$ cat src/upoc_pkg.sv
package upoc_pkg;

  // ****************************************
  // port indices and synchroniser depth
  // ****************************************
  localparam int unsigned NUM_PORTS     = 2;
  localparam int unsigned DUAL_ROLE_IDX = 0;
  localparam int unsigned HOST_ONLY_IDX = 1;
  localparam int unsigned SYNC_STAGES   = 2;

  // ****************************************
  // reset levels
  // ****************************************
  localparam logic [1:0] LINE_IDLE  = 2'h3;
  localparam logic [1:0] PORTS_IDLE = 2'h0;

  // ****************************************
  // port state machine
  // ****************************************
  typedef enum logic [1:0] {
    UPOC_OFF,
    UPOC_WAIT_CONN,
    UPOC_ON,
    UPOC_FAULT
  } upoc_state_t;

  // per-port status carried as one unit
  typedef struct packed {
    logic powered;
    logic fault;
    logic fault_pulse;
  } upoc_port_stat_t;

  localparam upoc_port_stat_t STAT_RESET = '{1'b0, 1'b0, 1'b0};

endpackage : upoc_pkg

$ cat src/upoc_top.sv
// What this block does
// - drive line low to cut port power
// - release line to grant port power
// - falling edge while enabled raises fault event
// - own low drive never reported as fault
// - detect edge, not persisting low level
// - grant power only after device connection
// - peripheral role senses host bus power
// - role id input sampled active high
// - port 0 dual role, port 1 host only
`timescale 1ns/10ps
`default_nettype none

module upoc_top (
  input  wire logic       mclk,                   // system clock, 40 MHz
  input  wire logic       rst_n,                  // synchronous reset
  input  wire logic [1:0] power_request,          // software wants port on
  input  wire logic [1:0] fault_clear,            // pulse: clear fault
  input  wire logic [1:0] device_connected,       // data-pair attach seen
  input  wire logic [1:0] port_power_enable_fault_n_i, // line level
  output logic      [1:0] port_power_enable_fault_n_o, // line out value
  output logic      [1:0] port_power_enable_fault_n_oe, // drive low
  input  wire logic       host_power_detect,      // pin, host bus power
  input  wire logic       dual_role_id_input,     // pin, role select
  output logic      [1:0] port_powered,           // power granted
  output logic      [1:0] fault_sticky,           // over-current latched
  output logic      [1:0] fault_event,            // pulse per fault edge
  output logic            port0_is_host,          // role of port 0
  output logic            host_power_present,     // peripheral vbus seen
  output logic            bus_power_drive         // port 0 supply wanted
);

  // ****************************************
  // pin synchronisers
  // ****************************************
  logic [1:0] line_s1_r;
  logic [1:0] line_s2_r;
  logic [1:0] line_prev_r;
  logic       vbus_s1_r;
  logic       vbus_s2_r;
  logic       id_s1_r;
  logic       id_s2_r;

  // line levels come straight from the pads; two stages before any use,
  // or a slow edge could be seen as a fall in one flop and not another
  always_ff @(posedge mclk) begin
    if (!rst_n) begin
      line_s1_r   <= upoc_pkg::LINE_IDLE;
      line_s2_r   <= upoc_pkg::LINE_IDLE;
      line_prev_r <= upoc_pkg::LINE_IDLE;
    end else begin
      line_s1_r   <= port_power_enable_fault_n_i;
      line_s2_r   <= line_s1_r;
      line_prev_r <= line_s2_r;
    end
  end

  // ****************************************
  // role and host power synchronisers
  // ****************************************
  always_ff @(posedge mclk) begin
    if (!rst_n) begin
      vbus_s1_r <= 1'b0;
      vbus_s2_r <= 1'b0;
      id_s1_r   <= 1'b0;
      id_s2_r   <= 1'b0;
    end else begin
      vbus_s1_r <= host_power_detect;
      vbus_s2_r <= vbus_s1_r;
      id_s1_r   <= dual_role_id_input;
      id_s2_r   <= id_s1_r;
    end
  end

  // ****************************************
  // role selection
  // ****************************************
  // id high selects host; port 1 is always host
  wire logic       role_host0 = id_s2_r;
  wire logic [1:0] role_host  = {1'b1, role_host0};

  // ****************************************
  // line edge detection
  // ****************************************
  // a fall of the synchronised line; it is only acted on while the
  // port is released, so the module's own low drive never counts
  wire logic [1:0] line_fall  = line_prev_r & ~line_s2_r;

  // ****************************************
  // per-port power control
  // ****************************************
  upoc_pkg::upoc_port_stat_t stat [upoc_pkg::NUM_PORTS];

  genvar gi;
  generate
    for (gi = 0; gi < upoc_pkg::NUM_PORTS; gi++) begin : g_port
      upoc_pkg::upoc_state_t st_r;
      upoc_pkg::upoc_state_t st_nxt;
      logic                  fault_r;
      logic                  pulse_r;
      logic                  drive_low_r;
      logic                  settle_r;

      // ****************************************
      // per-port decodes
      // ****************************************
      wire logic is_on      = (st_r == upoc_pkg::UPOC_ON);
      wire logic line_high  = line_s2_r[gi];
      wire logic attach     = device_connected[gi];
      wire logic clear      = fault_clear[gi];
      // port 0 only asks for power while the id pin says host
      wire logic want       = power_request[gi] && role_host[gi];

      // edge only counts once power was released and line settled high;
      // the switch lets go of the flag soon after it trips, so a level
      // test would miss short pulses
      wire logic armed      = is_on && settle_r;
      wire logic oc_edge    = armed && line_fall[gi];

      // a tripped port stays cut until software clears it with its
      // request withdrawn, so a shorted load cannot retry on its own
      wire logic leave_flt  = clear && !want;

      // set wins over clear
      wire logic fault_nxt  = oc_edge | (fault_r & ~clear);
      // low drive cuts power, release grants it
      wire logic drive_nxt  = (st_nxt != upoc_pkg::UPOC_ON);
      wire logic settle_nxt = is_on && line_high;
      wire logic powered    = is_on && !drive_low_r;

      // ****************************************
      // port state machine
      // ****************************************
      // off, then wait for attach, then on; a fault edge parks it
      always_comb begin
        st_nxt = st_r;
        unique case (st_r)
          upoc_pkg::UPOC_OFF:
            if (want) st_nxt = upoc_pkg::UPOC_WAIT_CONN;
          upoc_pkg::UPOC_WAIT_CONN:
            if (!want) st_nxt = upoc_pkg::UPOC_OFF;
            else if (attach)
              st_nxt = upoc_pkg::UPOC_ON;
          upoc_pkg::UPOC_ON:
            if (oc_edge) st_nxt = upoc_pkg::UPOC_FAULT;
            else if (!want) st_nxt = upoc_pkg::UPOC_OFF;
          upoc_pkg::UPOC_FAULT:
            if (leave_flt) st_nxt = upoc_pkg::UPOC_OFF;
        endcase
      end

      // ****************************************
      // port registers
      // ****************************************
      always_ff @(posedge mclk) begin
        if (!rst_n) begin
          st_r        <= upoc_pkg::UPOC_OFF;
          fault_r     <= 1'b0;
          pulse_r     <= 1'b0;
          // reset keeps every port unpowered until asked
          drive_low_r <= 1'b1;
          settle_r    <= 1'b0;
        end else begin
          st_r        <= st_nxt;
          fault_r     <= fault_nxt;
          pulse_r     <= oc_edge;
          drive_low_r <= drive_nxt;
          settle_r    <= settle_nxt;
        end
      end

      assign stat[gi] = '{powered, fault_r, pulse_r};
      // open drain: the value is always low, only the enable moves
      assign port_power_enable_fault_n_oe[gi] = drive_low_r;
      assign port_power_enable_fault_n_o[gi]  = 1'b0;
    end
  endgenerate

  // ****************************************
  // registered port status outputs
  // ****************************************
  always_ff @(posedge mclk) begin
    if (!rst_n) begin
      port_powered <= upoc_pkg::PORTS_IDLE;
      fault_sticky <= upoc_pkg::PORTS_IDLE;
      fault_event  <= upoc_pkg::PORTS_IDLE;
    end else begin
      port_powered <= {stat[1].powered, stat[0].powered};
      fault_sticky <= {stat[1].fault, stat[0].fault};
      fault_event  <= {stat[1].fault_pulse, stat[0].fault_pulse};
    end
  end

  // ****************************************
  // registered role outputs
  // ****************************************
  // host power only matters while port 0 acts as a peripheral
  always_ff @(posedge mclk) begin
    if (!rst_n) begin
      port0_is_host      <= 1'b0;
      host_power_present <= 1'b0;
      bus_power_drive    <= 1'b0;
    end else begin
      port0_is_host      <= role_host0;
      host_power_present <= !role_host0 && vbus_s2_r;
      // port 0 supply is wanted only as host with power granted
      bus_power_drive    <= role_host0 && stat[0].powered;
    end
  end

endmodule : upoc_top

`default_nettype wire

$ cat config.mk
export PLATFORM = sky130hd
export DESIGN_NAME = upoc_top
export DESIGN_NICKNAME = d
export VERILOG_FILES = /design/src/upoc_pkg.sv /design/src/upoc_top.sv
export SDC_FILE = /design/constraint.sdc
export NUM_CORES = 1
export LEC_CHECK = 0
export ABC_CLOCK_PERIOD_IN_PS = 1250
export BUFFER_PORTS_ARGS = -buffer_cell sky130_fd_sc_hd__buf_2
export CORE_UTILIZATION = 30
export DETAILED_ROUTE_END_ITERATION = 16
export PLACE_DENSITY = 0.48
export SYNTH_ARGS = -nofsm -noshare
export SYNTH_HDL_FRONTEND = slang
export SYNTH_SLANG_ARGS = --single-unit
$ cat constraint.sdc
create_clock -name mclk -period 1.25 [get_ports mclk]
set_input_delay 0 -clock mclk [delete_from_list [all_inputs] [get_ports mclk]]
set_output_delay 0 -clock mclk [all_outputs]
set_load 0.01 [all_outputs]
; Word-level counts from Yosys, hierarchy flattened
; Index checks and enable logic that the tools add are counted.
[classes]
bitwise_logic = 8
mux = 14
reduce_logical = 20
n_eq_ne = 8
[op_table]
columns = op, count
row1 = $mux W2, 12
row2 = $pmux W2 S4, 2
row3 = $logic_and A1 B1 Y1, 13
row4 = $eq A2 B2 Y1 const B, 4
row5 = $logic_not A1 Y1, 5
row6 = $eq A2 B1 Y1 const B, 2
row7 = $logic_not A2 Y1, 2
row8 = $ne A2 B2 Y1 const B, 2
row9 = $and A1 B1 Y1, 2
row10 = $and A2 B2 Y2, 1
row11 = $not A1 Y1, 2
row12 = $not A2 Y2, 1
row13 = $or A1 B1 Y1, 2
[totals]
inputBits = 12
out_inout_bits = 13
ff_bits = 31
wordCells = 73

; Depth between registers and ports, before layout
; Gate-level depths: netlist (run 1).
[logic_depth]
word_depth = 6
mapped_depth = 3
ltp_nobuf = 3

; Worst setup path after synthesis (run 1)
; OpenSTA, ideal clock, no wires.
[synth_path]
path_kind = register to register
from = register g_port[1].st_r[1]
to = register g_port[1].drive_low_r
slack_ns = 0.018
path_stages_with_launch = 4
path_buffers = 0
synth_period_minus_slack_ns = 1.232
setup_ns = 0.134
required_ns = 1.116
arrival_time_ns = 1.098
path_cell_list = dfxtp_1 nor4bb_1 a32oi_1 or4b_1
[synth_between]
elab_chain_len = 6
elab_cells_between_ends = 14
cone_classes = eq/ne (4) / mux (7) / reduce/logical (3)
[synth_rtl]
columns = element, line
row1 = "start, declared", upoc_top.sv:97  ; upoc_pkg::upoc_state_t st_r;
row2 = "start signal, assigned", upoc_top.sv:157  ; st_r <= upoc_pkg::UPOC_OFF;
row3 = "start signal, assigned", upoc_top.sv:164  ; st_r <= st_nxt;
row4 = $eq A2 B2 Y1, "upoc_top.sv:107, upoc_top.sv:137"
row5 = $logic_and A1 B1 Y1, upoc_top.sv:117  ; wire logic armed = is_on && settle_r;
row6 = $logic_and A1 B1 Y1, upoc_top.sv:118  ; wire logic oc_edge = armed && line_fall[gi];
row7 = $mux W2, upoc_top.sv:145  ; if (oc_edge) st_nxt = upoc_pkg::UPOC_FAULT;
row8 = $pmux W2 S4 *, upoc_top.sv:137  ; unique case (st_r)
row9 = $ne A2 B2 Y1 *, upoc_top.sv:127  ; wire logic drive_nxt = (st_nxt != upoc_pkg::UPOC_ON);
row10 = "end signal, assigned", upoc_top.sv:167  ; drive_low_r <= drive_nxt;
row11 = "end, declared", upoc_top.sv:101  ; logic drive_low_r;
; Every way passes the cells marked *; elsewhere a longest branch is shown, timed or not.
; A chain may end at the register's enable or synchronous reset.

; Worst setup path after layout (run 1)
[layout_path]
from = input power_request[1]
to = register g_port[1].drive_low_r
[layout_between]
elab_chain_len = 5
elab_cells_between_ends = 9
cone_classes = eq/ne (1) / mux (6) / reduce/logical (2)
[layout_rtl]
columns = element, line
row1 = "start, declared", upoc_top.sv:17  ; input wire logic [1:0] power_request,
row2 = $logic_not A1 Y1, n/a
row3 = $logic_and A1 B1 Y1, upoc_top.sv:122  ; wire logic leave_flt = clear && !want;
row4 = $mux W2, upoc_top.sv:148  ; if (leave_flt) st_nxt = upoc_pkg::UPOC_OFF;
row5 = $pmux W2 S4 *, upoc_top.sv:137
row6 = $ne A2 B2 Y1 *, upoc_top.sv:127
; Marks and branches as above.

==> results list, run 1 <==
* Result of the run: finished, violations left
- The final reports fail on negative setup slack.
* Final layout net count: 146
- Once detail routing completed, the nets flagged for antenna violations numbered 0.
* Number of max-cap violations: 0
- CP max FO: 4
- For this run, the register share of the synthesized area comes to 0.606.
* Critical path capture point type: flop
- In this run the mean area of a mapped cell was 10.4 µm².
- The min-delay analysis places its worst path in the category in -> reg.
- Setup slack on the critical path of the routed design comes to -10.8 ps.
- The cell count after synthesis came out at 98.
- Of the total synthesized cell area, the portion taken by AND, OR, NAND and NOR gates is 0.264.
* Root Buffer Master: sky130_fd_sc_hd__clkbuf_4
- In this run the horizontal extent of the chip is 60.4 µm.
* Buffers inserted during post-CTS setup optimization: 0
- Count of unresolved DRC violations after routing: 0
* Post-Route Hold Slack: 105 ps
- The finished layout holds 179 standard cells, fillers aside.
* Arithmetic-cell share of the synthesized area counting full adders, half adders and majority gates: 0
* Routed wire length: 1.70 mm
* Power per cell area: 1410 nW/µm²
* Register Area: 623 µm²
- Number of slew-limit violations in the final report: 0
* Power, Total: 0.00192 W
- For this run, the top clock speed supported by timing is 793 MHz.
- Chip height: 60.4 µm
* Worst vdd rail ir drop: 0.978 mV
- Counting the fill cells in the layout gives 341.
* Leakage Power: 0.591 nW
- Number of top-level design ports: 25
* Number of cell rows: 20
* Area of the die: 3650 µm²
- HPWL after DPL: 1.14 mm
- Via count of the first global-routing pass: 672
- For this run, the slowest stage of the critical path takes 540 ps.
- The total overflow left after global routing is 0.
* Pin count of the biggest net entering global routing: 18
- The repair_antennas step left the layout with diodes totalling 0.
- Via density: 4.08
- Setup violators final: 1
* Total vias in the final route: 730
- Including well taps, the total number of placed cells is 161.
- Initial Util: 0.325
- Number of buffers inserted by port buffering: 22
* Final count of hold timing violations: 0
- Library cell occupying the most area in the post-synthesis netlist: sky130_fd_sc_hd__dfxtp_1
- Largest family of logic cells by synthesized area: simple AND/OR/NAND/NOR gates
- TritonCTS built the clock tree.
* First-pass GRT wire length: 2.77 mm
- The largest individual stage delay along the critical path comes from the cell sky130_fd_sc_hd__dlygate4sd3_1.
* Setup slack after placement: -41.2 ps
- The number of antenna violations at the first check in global routing came to 0.
* Area share of the largest cell type after synthesis: 0.606
- Mux cell area share after synthesis: 0
- Setup repair after global routing could not meet its margin everywhere.
- TritonCTS created 5 clock buffers.
- Final worst path period share: 1.01
- Detailed router's first-iteration violation count: 40
- The area growth from synthesis to layout is 32.8%.
- Clock-pin slew was measured on the worst setup and hold paths at 100 ps.
- After floorplanning, the core was sized to cover 3150 µm².
* CTS max path bufs: 2
* Required time at the endpoint of the critical path: 1460 ps
- The area fraction in compound gates after synthesis came to 0.0819.
- Shortest period the worst path allows: 1260 ps
- In the global route stage, overall resource usage came out at 0.113.
- At the worst endpoint, the arrival time is 1470 ps.
- Multi-input combinational cell area: 362 µm²
- Clock Latency Late Sink: 320 ps
- Of the total synthesized cell area, the portion taken by XOR and XNOR cells is 0.
- The signal on the critical path passes through dlygate4sd3_1 > buf_2 > nand2b_1 > a32oi_1 > or4b_1.
- Cell area after synthesis: 1020 µm²
- Distinct cells, synth: 27
* Skew final: 3.47 ps
* Number of clock sinks: 31
* RD Place Congestion: 0.701
* Synthesis warning total: 0
- The first detailed-routing pass took 4 iterations.
* Number of synthesized register bits: 31
- In the final layout, the share of cells above drive strength 1 is 0.267.
- Measured on the finished design, the core utilization comes to 0.431.
- By startpoint and endpoint, the worst setup path is classified as in -> reg.
* Post-detailed-route wirelength per cell: 9.52 µm
* Cell types with the largest area share after synthesis: sky130_fd_sc_hd__dfxtp_1 61%, sky130_fd_sc_hd__and2_1 5.5%, sky130_fd_sc_hd__nand2b_1 4.9%
* Element type at the critical path start: input pin
- In this run the number of H-tree levels came out at 2.
[power by group]
part           switching [W]  internal, W
registers          0.0000118      0.00101
logic              0.0000366    0.0000540
clock network       0.000336     0.000472
total               0.000384      0.00153
[path summary, 6_finish.rpt]
path | from | endpoint | slack (ps) | depth (start not counted)
max | power_request[1] | g_port[1].drive_low_r$_SDFF_PN1_ | -10 | 5
min | power_request[0] | g_port[0].drive_low_r$_SDFF_PN1_ | 100 | 4
max reg2reg | g_port[1].st_r[0]$_SDFF_PN0_ | g_port[1].drive_low_r$_SDFF_PN1_ | 10 | 3
min reg2reg | g_port[1].drive_low_r$_SDFF_PN1_ | port_powered[1]$_SDFF_PN0_ | 410 | 1
[critical path: cells and delay by family]
kind	cells	cell delay [ps]
AOI/OAI and AO/OA	1	210
buffers and inverters	2	680
and+or+nand+nor	2	570
[cell usage in the layout, fill, tap and decap left out, types with 2 or more instances in the layout]
cell type / Yosys / layout
sky130_fd_sc_hd__clkbuf_4: 0 / 5
sky130_fd_sc_hd__dlygate4sd3_1: 0 / 10
sky130_fd_sc_hd__inv_1: 2 / 2
sky130_fd_sc_hd__and3b_1: 2 / 2
sky130_fd_sc_hd__nand2b_1: 8 / 8
sky130_fd_sc_hd__nand2_1: 8 / 8
sky130_fd_sc_hd__and3_1: 2 / 2
sky130_fd_sc_hd__o21ai_0: 3 / 3
sky130_fd_sc_hd__nor2_1: 6 / 6
sky130_fd_sc_hd__dfxtp_2: 0 / 2
sky130_fd_sc_hd__and2_1: 9 / 9
sky130_fd_sc_hd__dfxtp_1: 31 / 29
sky130_fd_sc_hd__conb_1: 1 / 2
sky130_fd_sc_hd__buf_2: 0 / 22
sky130_fd_sc_hd__buf_4: 4 / 2
sky130_fd_sc_hd__a21oi_1: 6 / 6
[state kept, by name, summed over array words and instances, names as in the netlist, 2 cells and up]
| signal | flops |
|---|---|
| fault_event | 2 |
| fault_sticky | 2 |
| g_port.drive_low_r | 2 |
| g_port.fault_r | 2 |
| g_port.pulse_r | 2 |
| g_port.settle_r | 2 |
| g_port.st_r | 4 |
| line_prev_r | 2 |
| line_s1_r | 2 |
| line_s2_r | 2 |
| port_powered | 2 |
[cells in the mapped netlist]
cell and n:
sky130_fd_sc_hd__and3b_2 1, sky130_fd_sc_hd__o21ai_1 1, sky130_fd_sc_hd__buf_4 4, sky130_fd_sc_hd__dfxtp_1 31, sky130_fd_sc_hd__nand4bb_1 1, sky130_fd_sc_hd__and2b_2 1, sky130_fd_sc_hd__nor4bb_1 1, sky130_fd_sc_hd__o21ai_0 3
sky130_fd_sc_hd__and2_1 9, sky130_fd_sc_hd__nand2_1 8, sky130_fd_sc_hd__nor2b_1 1, sky130_fd_sc_hd__a32oi_1 1, sky130_fd_sc_hd__nor2_1 6, sky130_fd_sc_hd__nor3_1 1, sky130_fd_sc_hd__a21oi_1 6, sky130_fd_sc_hd__nand2b_1 8
sky130_fd_sc_hd__and4bb_1 1, sky130_fd_sc_hd__or4b_1 1, sky130_fd_sc_hd__inv_1 2, sky130_fd_sc_hd__and3_1 2, sky130_fd_sc_hd__nor3b_1 1, sky130_fd_sc_hd__o31ai_1 1, sky130_fd_sc_hd__conb_1 1, sky130_fd_sc_hd__clkbuf_1 2
sky130_fd_sc_hd__and3b_1 2, sky130_fd_sc_hd__o221ai_1 1, sky130_fd_sc_hd__o32ai_1 1
[through the flow]
stage | setup TNS [ps] | area (µm²)
global route | -148 | 1360
detailed placement | -41.2 | 1170
floorplan | 0 | 1030
finish | -10.8 | 1360
CTS | 0 | 1360
global placement | 0 | 1170
[cell type report]
type | instances | area share
Sequential cell | 31 | 0.459
Timing Repair Buffer | 34 | 0.166
Inverter | 2 | 0.00552
Multi-Input combinational cell | 60 | 0.266
Clock buffer | 6 | 0.0378
Tap cell | 44 | 0.0405
Clock inverter | 2 | 0.0258
[repair_timing]
item | CTS | global route
hold buffers | 10 | 0
gates resized for setup | 2 | 0
endpoints found under the hold margin | 12 | 0
pin swaps | 0 | 0
endpoints found under the setup margin | 1 | 3
[routing by layer]
layer  vias up  global-route usage  routed length, µm
li1        395                   -                  -
met1       311               0.123                829
met2        20               0.166                712
met3         4              0.0640                117
met4         0              0.0779                 45
met5         -                   0                  0
[cell families (layout without fill, tap and decap cells)]
logic type	count (synthesis)	count (layout)
buf+inv	8	44
simple gates	44	44
flops	31	31
other cells	1	2
compound gates	14	14
Power figures use the tool's default switching activity.
==> inputs of run 2 (changes only) <==
--- a/config.mk
+++ b/config.mk
@@ -5,11 +5,13 @@
 export SDC_FILE = /design/constraint.sdc
 export NUM_CORES = 1
 export LEC_CHECK = 0
+export ABC_AREA = 1
 export ABC_CLOCK_PERIOD_IN_PS = 1250
 export BUFFER_PORTS_ARGS = -buffer_cell sky130_fd_sc_hd__buf_2
 export CORE_UTILIZATION = 30
 export DETAILED_ROUTE_END_ITERATION = 16
-export PLACE_DENSITY = 0.48
+export PLACE_DENSITY = 0.47
+export RECOVER_POWER = 50
 export SYNTH_ARGS = -nofsm -noshare
 export SYNTH_HDL_FRONTEND = slang
 export SYNTH_SLANG_ARGS = --single-unit
==> run 2 against run 1 <==
Compared with the run above: the flow now finishes without violations; largest power group unchanged; synthesized cell count grew 36%; setup slack improved by 250 ps; count of clock-buffer cells in the layout is the same; flip-flop and latch count stayed put; sequential power hardly changed; critical endpoint unchanged; combinational power increased by 14%; maximum frequency increased by 25%; wire length rose by 14%; clock power down 29%; clock skew rose by 8.9 ps; global-route usage fell by 0.21 points.
==> results list, run 2 <==
- sky130_fd_sc_hd__nand2_1 is the most common cell in the netlist.
* Sum of negative setup slack: 0 ps
- Critical path capture point type: flop
* Power per cell area: 1280 nW/µm²
- Setup repair after global routing left no endpoint under its margin.
- Synthesis produced a netlist whose cell count is 133.
- The number of antenna diodes in the final layout is 0.
* Clock Latency Late Sink: 320 ps
- For this run, the register share of the synthesized area comes to 0.570.
- Arithmetic-cell share of the synthesized area counting full adders, half adders and majority gates: 0
- Shortest period the worst path allows: 1010 ps
- Arrival time at the worst endpoint: 1220 ps
- Setup violations remaining at the end of the flow were counted as 0.
* Skew final: 12.4 ps
- Multi-input combinational cell area: 328 µm²
* Number of gates resized after CTS: 0
* Highest-count cells in the layout ignoring fill and taps: 32 x sky130_fd_sc_hd__nand2_1, 31 x sky130_fd_sc_hd__dfxtp_1, 22 x sky130_fd_sc_hd__inv_1, 18 x sky130_fd_sc_hd__buf_2, 10 x sky130_fd_sc_hd__nor2_1
* Root Buffer Master: sky130_fd_sc_hd__clkbuf_4
- Fraction of registers with async set or reset after synthesis: 0
- Initial Util: 0.319
* Element type at the critical path start: flop
* Worst vdd rail ir drop: 0.544 mV
- In the synthesized netlist the dominant register cell turns out to be sky130_fd_sc_hd__dfxtp_1.
- The clock passes through at most 2 buffers.
- Leakage Power: 0.668 nW
- Most frequent standard cell in the layout excluding fill and tap cells: sky130_fd_sc_hd__nand2_1
* Number of top-level design ports: 25
- TritonCTS built the clock tree.
- The final layout contains routed wiring with a total length of 1.95 mm.
- Chip height: 62.2 µm
* Cell area after synthesis: 1090 µm²
- Dividing the detail-routed wire length by the instance count gives 9.32 µm.
* Grt ovf: 0
- The first detailed-routing pass took 4 iterations.
- Across the whole layout, storage elements account for 621 µm².
- Layout overhead on the synthesized area: 21.7%
- Mux cell area share after synthesis: 0
- Data on the critical path is required at its endpoint by 1460 ps.
- The tool flagged a number of max-cap violations equal to 0.
- CP max FO: 6
- Library cell occupying the most area in the post-synthesis netlist: sky130_fd_sc_hd__dfxtp_1
- The count of buffers added on input and output ports is 22.
- Clk slew on worst S/H paths: 100 ps
- After synthesis the netlist holds a flip-flop and latch count of 31.
* Hold Buf Count CTS: 6
- Filler Cell Count: 375
- The area fraction in compound gates after synthesis was 0.0299.
* Fmax: 991 MHz
- Crit Path Category: reg -> reg
- Once layout is complete, the cells apart from fillers number 209.
- Proportion of layout cells with a drive suffix above 1: 0.196
- The first global-routing pass estimated 3.26 mm of wire.
- Core Footprint: 3420 µm²
* Buffers inserted during post-CTS setup optimization: 0
- Including well taps, the total number of placed cells is 196.
- For this design, the sink count on the clock tree is 31.
- Worst hold path class: in -> reg
* Final layout net count: 175
* Final worst path period share: 0.807
- Via density: 4.12
* Pin count of the biggest net entering global routing: 18
- The number of antenna violations at the first check in global routing came to 0.
- Total vias in the final route: 861
- Largest family of logic cells by synthesized area: simple AND/OR/NAND/NOR gates
* Max reg flops: 4
* Synthesis warning total: 0
- Routability-driven placement finished with a final weighted congestion of 0.713.
- Distinct cells, synth: 21
- Antenna Nets Post-Route: 0
* Post-synth EDFFs: 0
* Avg Synthesized Cell Area: 8.18 µm²
- HPWL after DPL: 1.35 mm
- Area share of the largest cell type after synthesis: 0.570
- Number of cell rows: 21
* Number of clock buffers inserted by TritonCTS: 5
* Cell types with the largest area share after synthesis: sky130_fd_sc_hd__dfxtp_1 57%, sky130_fd_sc_hd__nand2_1 11%, sky130_fd_sc_hd__inv_1 7.6%
- Counting flops per register, the top entry is g_port.st_r.
* Synthesized-area fraction occupied by and/or/nand/nor cells: 0.264
- Number of slew-limit violations in the final report: 0
* H-tree level count: 2
- By count the netlist is led by 32 x sky130_fd_sc_hd__nand2_1, 31 x sky130_fd_sc_hd__dfxtp_1, 22 x sky130_fd_sc_hd__inv_1, 10 x sky130_fd_sc_hd__nor2_1, 7 x sky130_fd_sc_hd__nand3_1.
* Die width: 62.2 µm
* Detailed router's first-iteration violation count: 30
- For this run, design rule violations remaining after detail routing come to 0.
- Total track usage: 0.111
- The number of failing hold endpoints at the final stage came to 0.
- The run finished with clean final reports.
* Area of the die: 3870 µm²
- Of the total synthesized cell area, the portion taken by XOR and XNOR cells is 0.
- The via count of the first global-routing pass is 750.
## run 2: logic make-up after synthesis
logic type             count (synthesis)
buffers and inverters                 31
AO/OA/AOI/OAI                          6
flip-flops                            31
other                                  1
AND/OR/NAND/NOR                       64
## run 2: layer usage
layer,track usage,up-vias,share of wire
li1,-,454,-
met1,0.132,384,0.49
met2,0.170,21,0.46
met3,0.0441,2,0.048
met4,0.0610,0,0.0046
met5,0,-,0
## run 2: cell type report
type,count,share of cell area
flip-flops and latches,31,0.468
multi-input cells,72,0.247
repair buffers,29,0.130
inverters,24,0.0680
well taps,46,0.0434
clock buffers,6,0.0387
clock inverters,1,0.00378
## run 2: worst max-delay path, stage by stage, from the launching register on
cell,delay [ps]
sky130_fd_sc_hd__dfxtp_1,440
sky130_fd_sc_hd__inv_1,80
sky130_fd_sc_hd__nand2_1,100
sky130_fd_sc_hd__nor2_1,60
sky130_fd_sc_hd__nor2_1,120
sky130_fd_sc_hd__nand4_1,90
## run 2: report_power, final
part | switching (W) | total (W) | internal [W] | leakage [nW]
combinational | 0.0000564 | 0.000103 | 0.0000465 | 0.381
sequential | 0.0000127 | 0.00102 | 0.00101 | 0.252
clock | 0.000316 | 0.000577 | 0.000260 | 0.0341
total | 0.000385 | 0.00170 | 0.00132 | 0.668
## run 2: path summary, 6_finish.rpt
path | cells after the start | endpoint | slack [ps] | startpoint
max | 5 | g_port[1].drive_low_r$_SDFF_PN1_ | 240 | g_port[1].st_r[0]$_SDFF_PN0_
min | 3 | g_port[1].pulse_r$_SDFF_PN0_ | 30 | rst_n
max reg2reg | 5 | g_port[1].drive_low_r$_SDFF_PN1_ | 240 | g_port[1].st_r[0]$_SDFF_PN0_
min reg2reg | 1 | line_s2_r[0]$_SDFF_PN1_ | 410 | line_s1_r[0]$_SDFF_PN1_
## run 2: metrics by stage
step	power, W	hold slack (ps)	setup WS, ps	util	instance area [µm²]
final	0.00170	26.3	241	0.388	1330
after global routing	0.00180	35.4	112	0.388	1330
after CTS	0.00174	11.2	240	0.389	1330
after detailed placement	0.00113	184	253	0.355	1210
after global placement	0.00113	183	304	0.355	1210
after floorplan	0.00111	97.6	366	-	1090
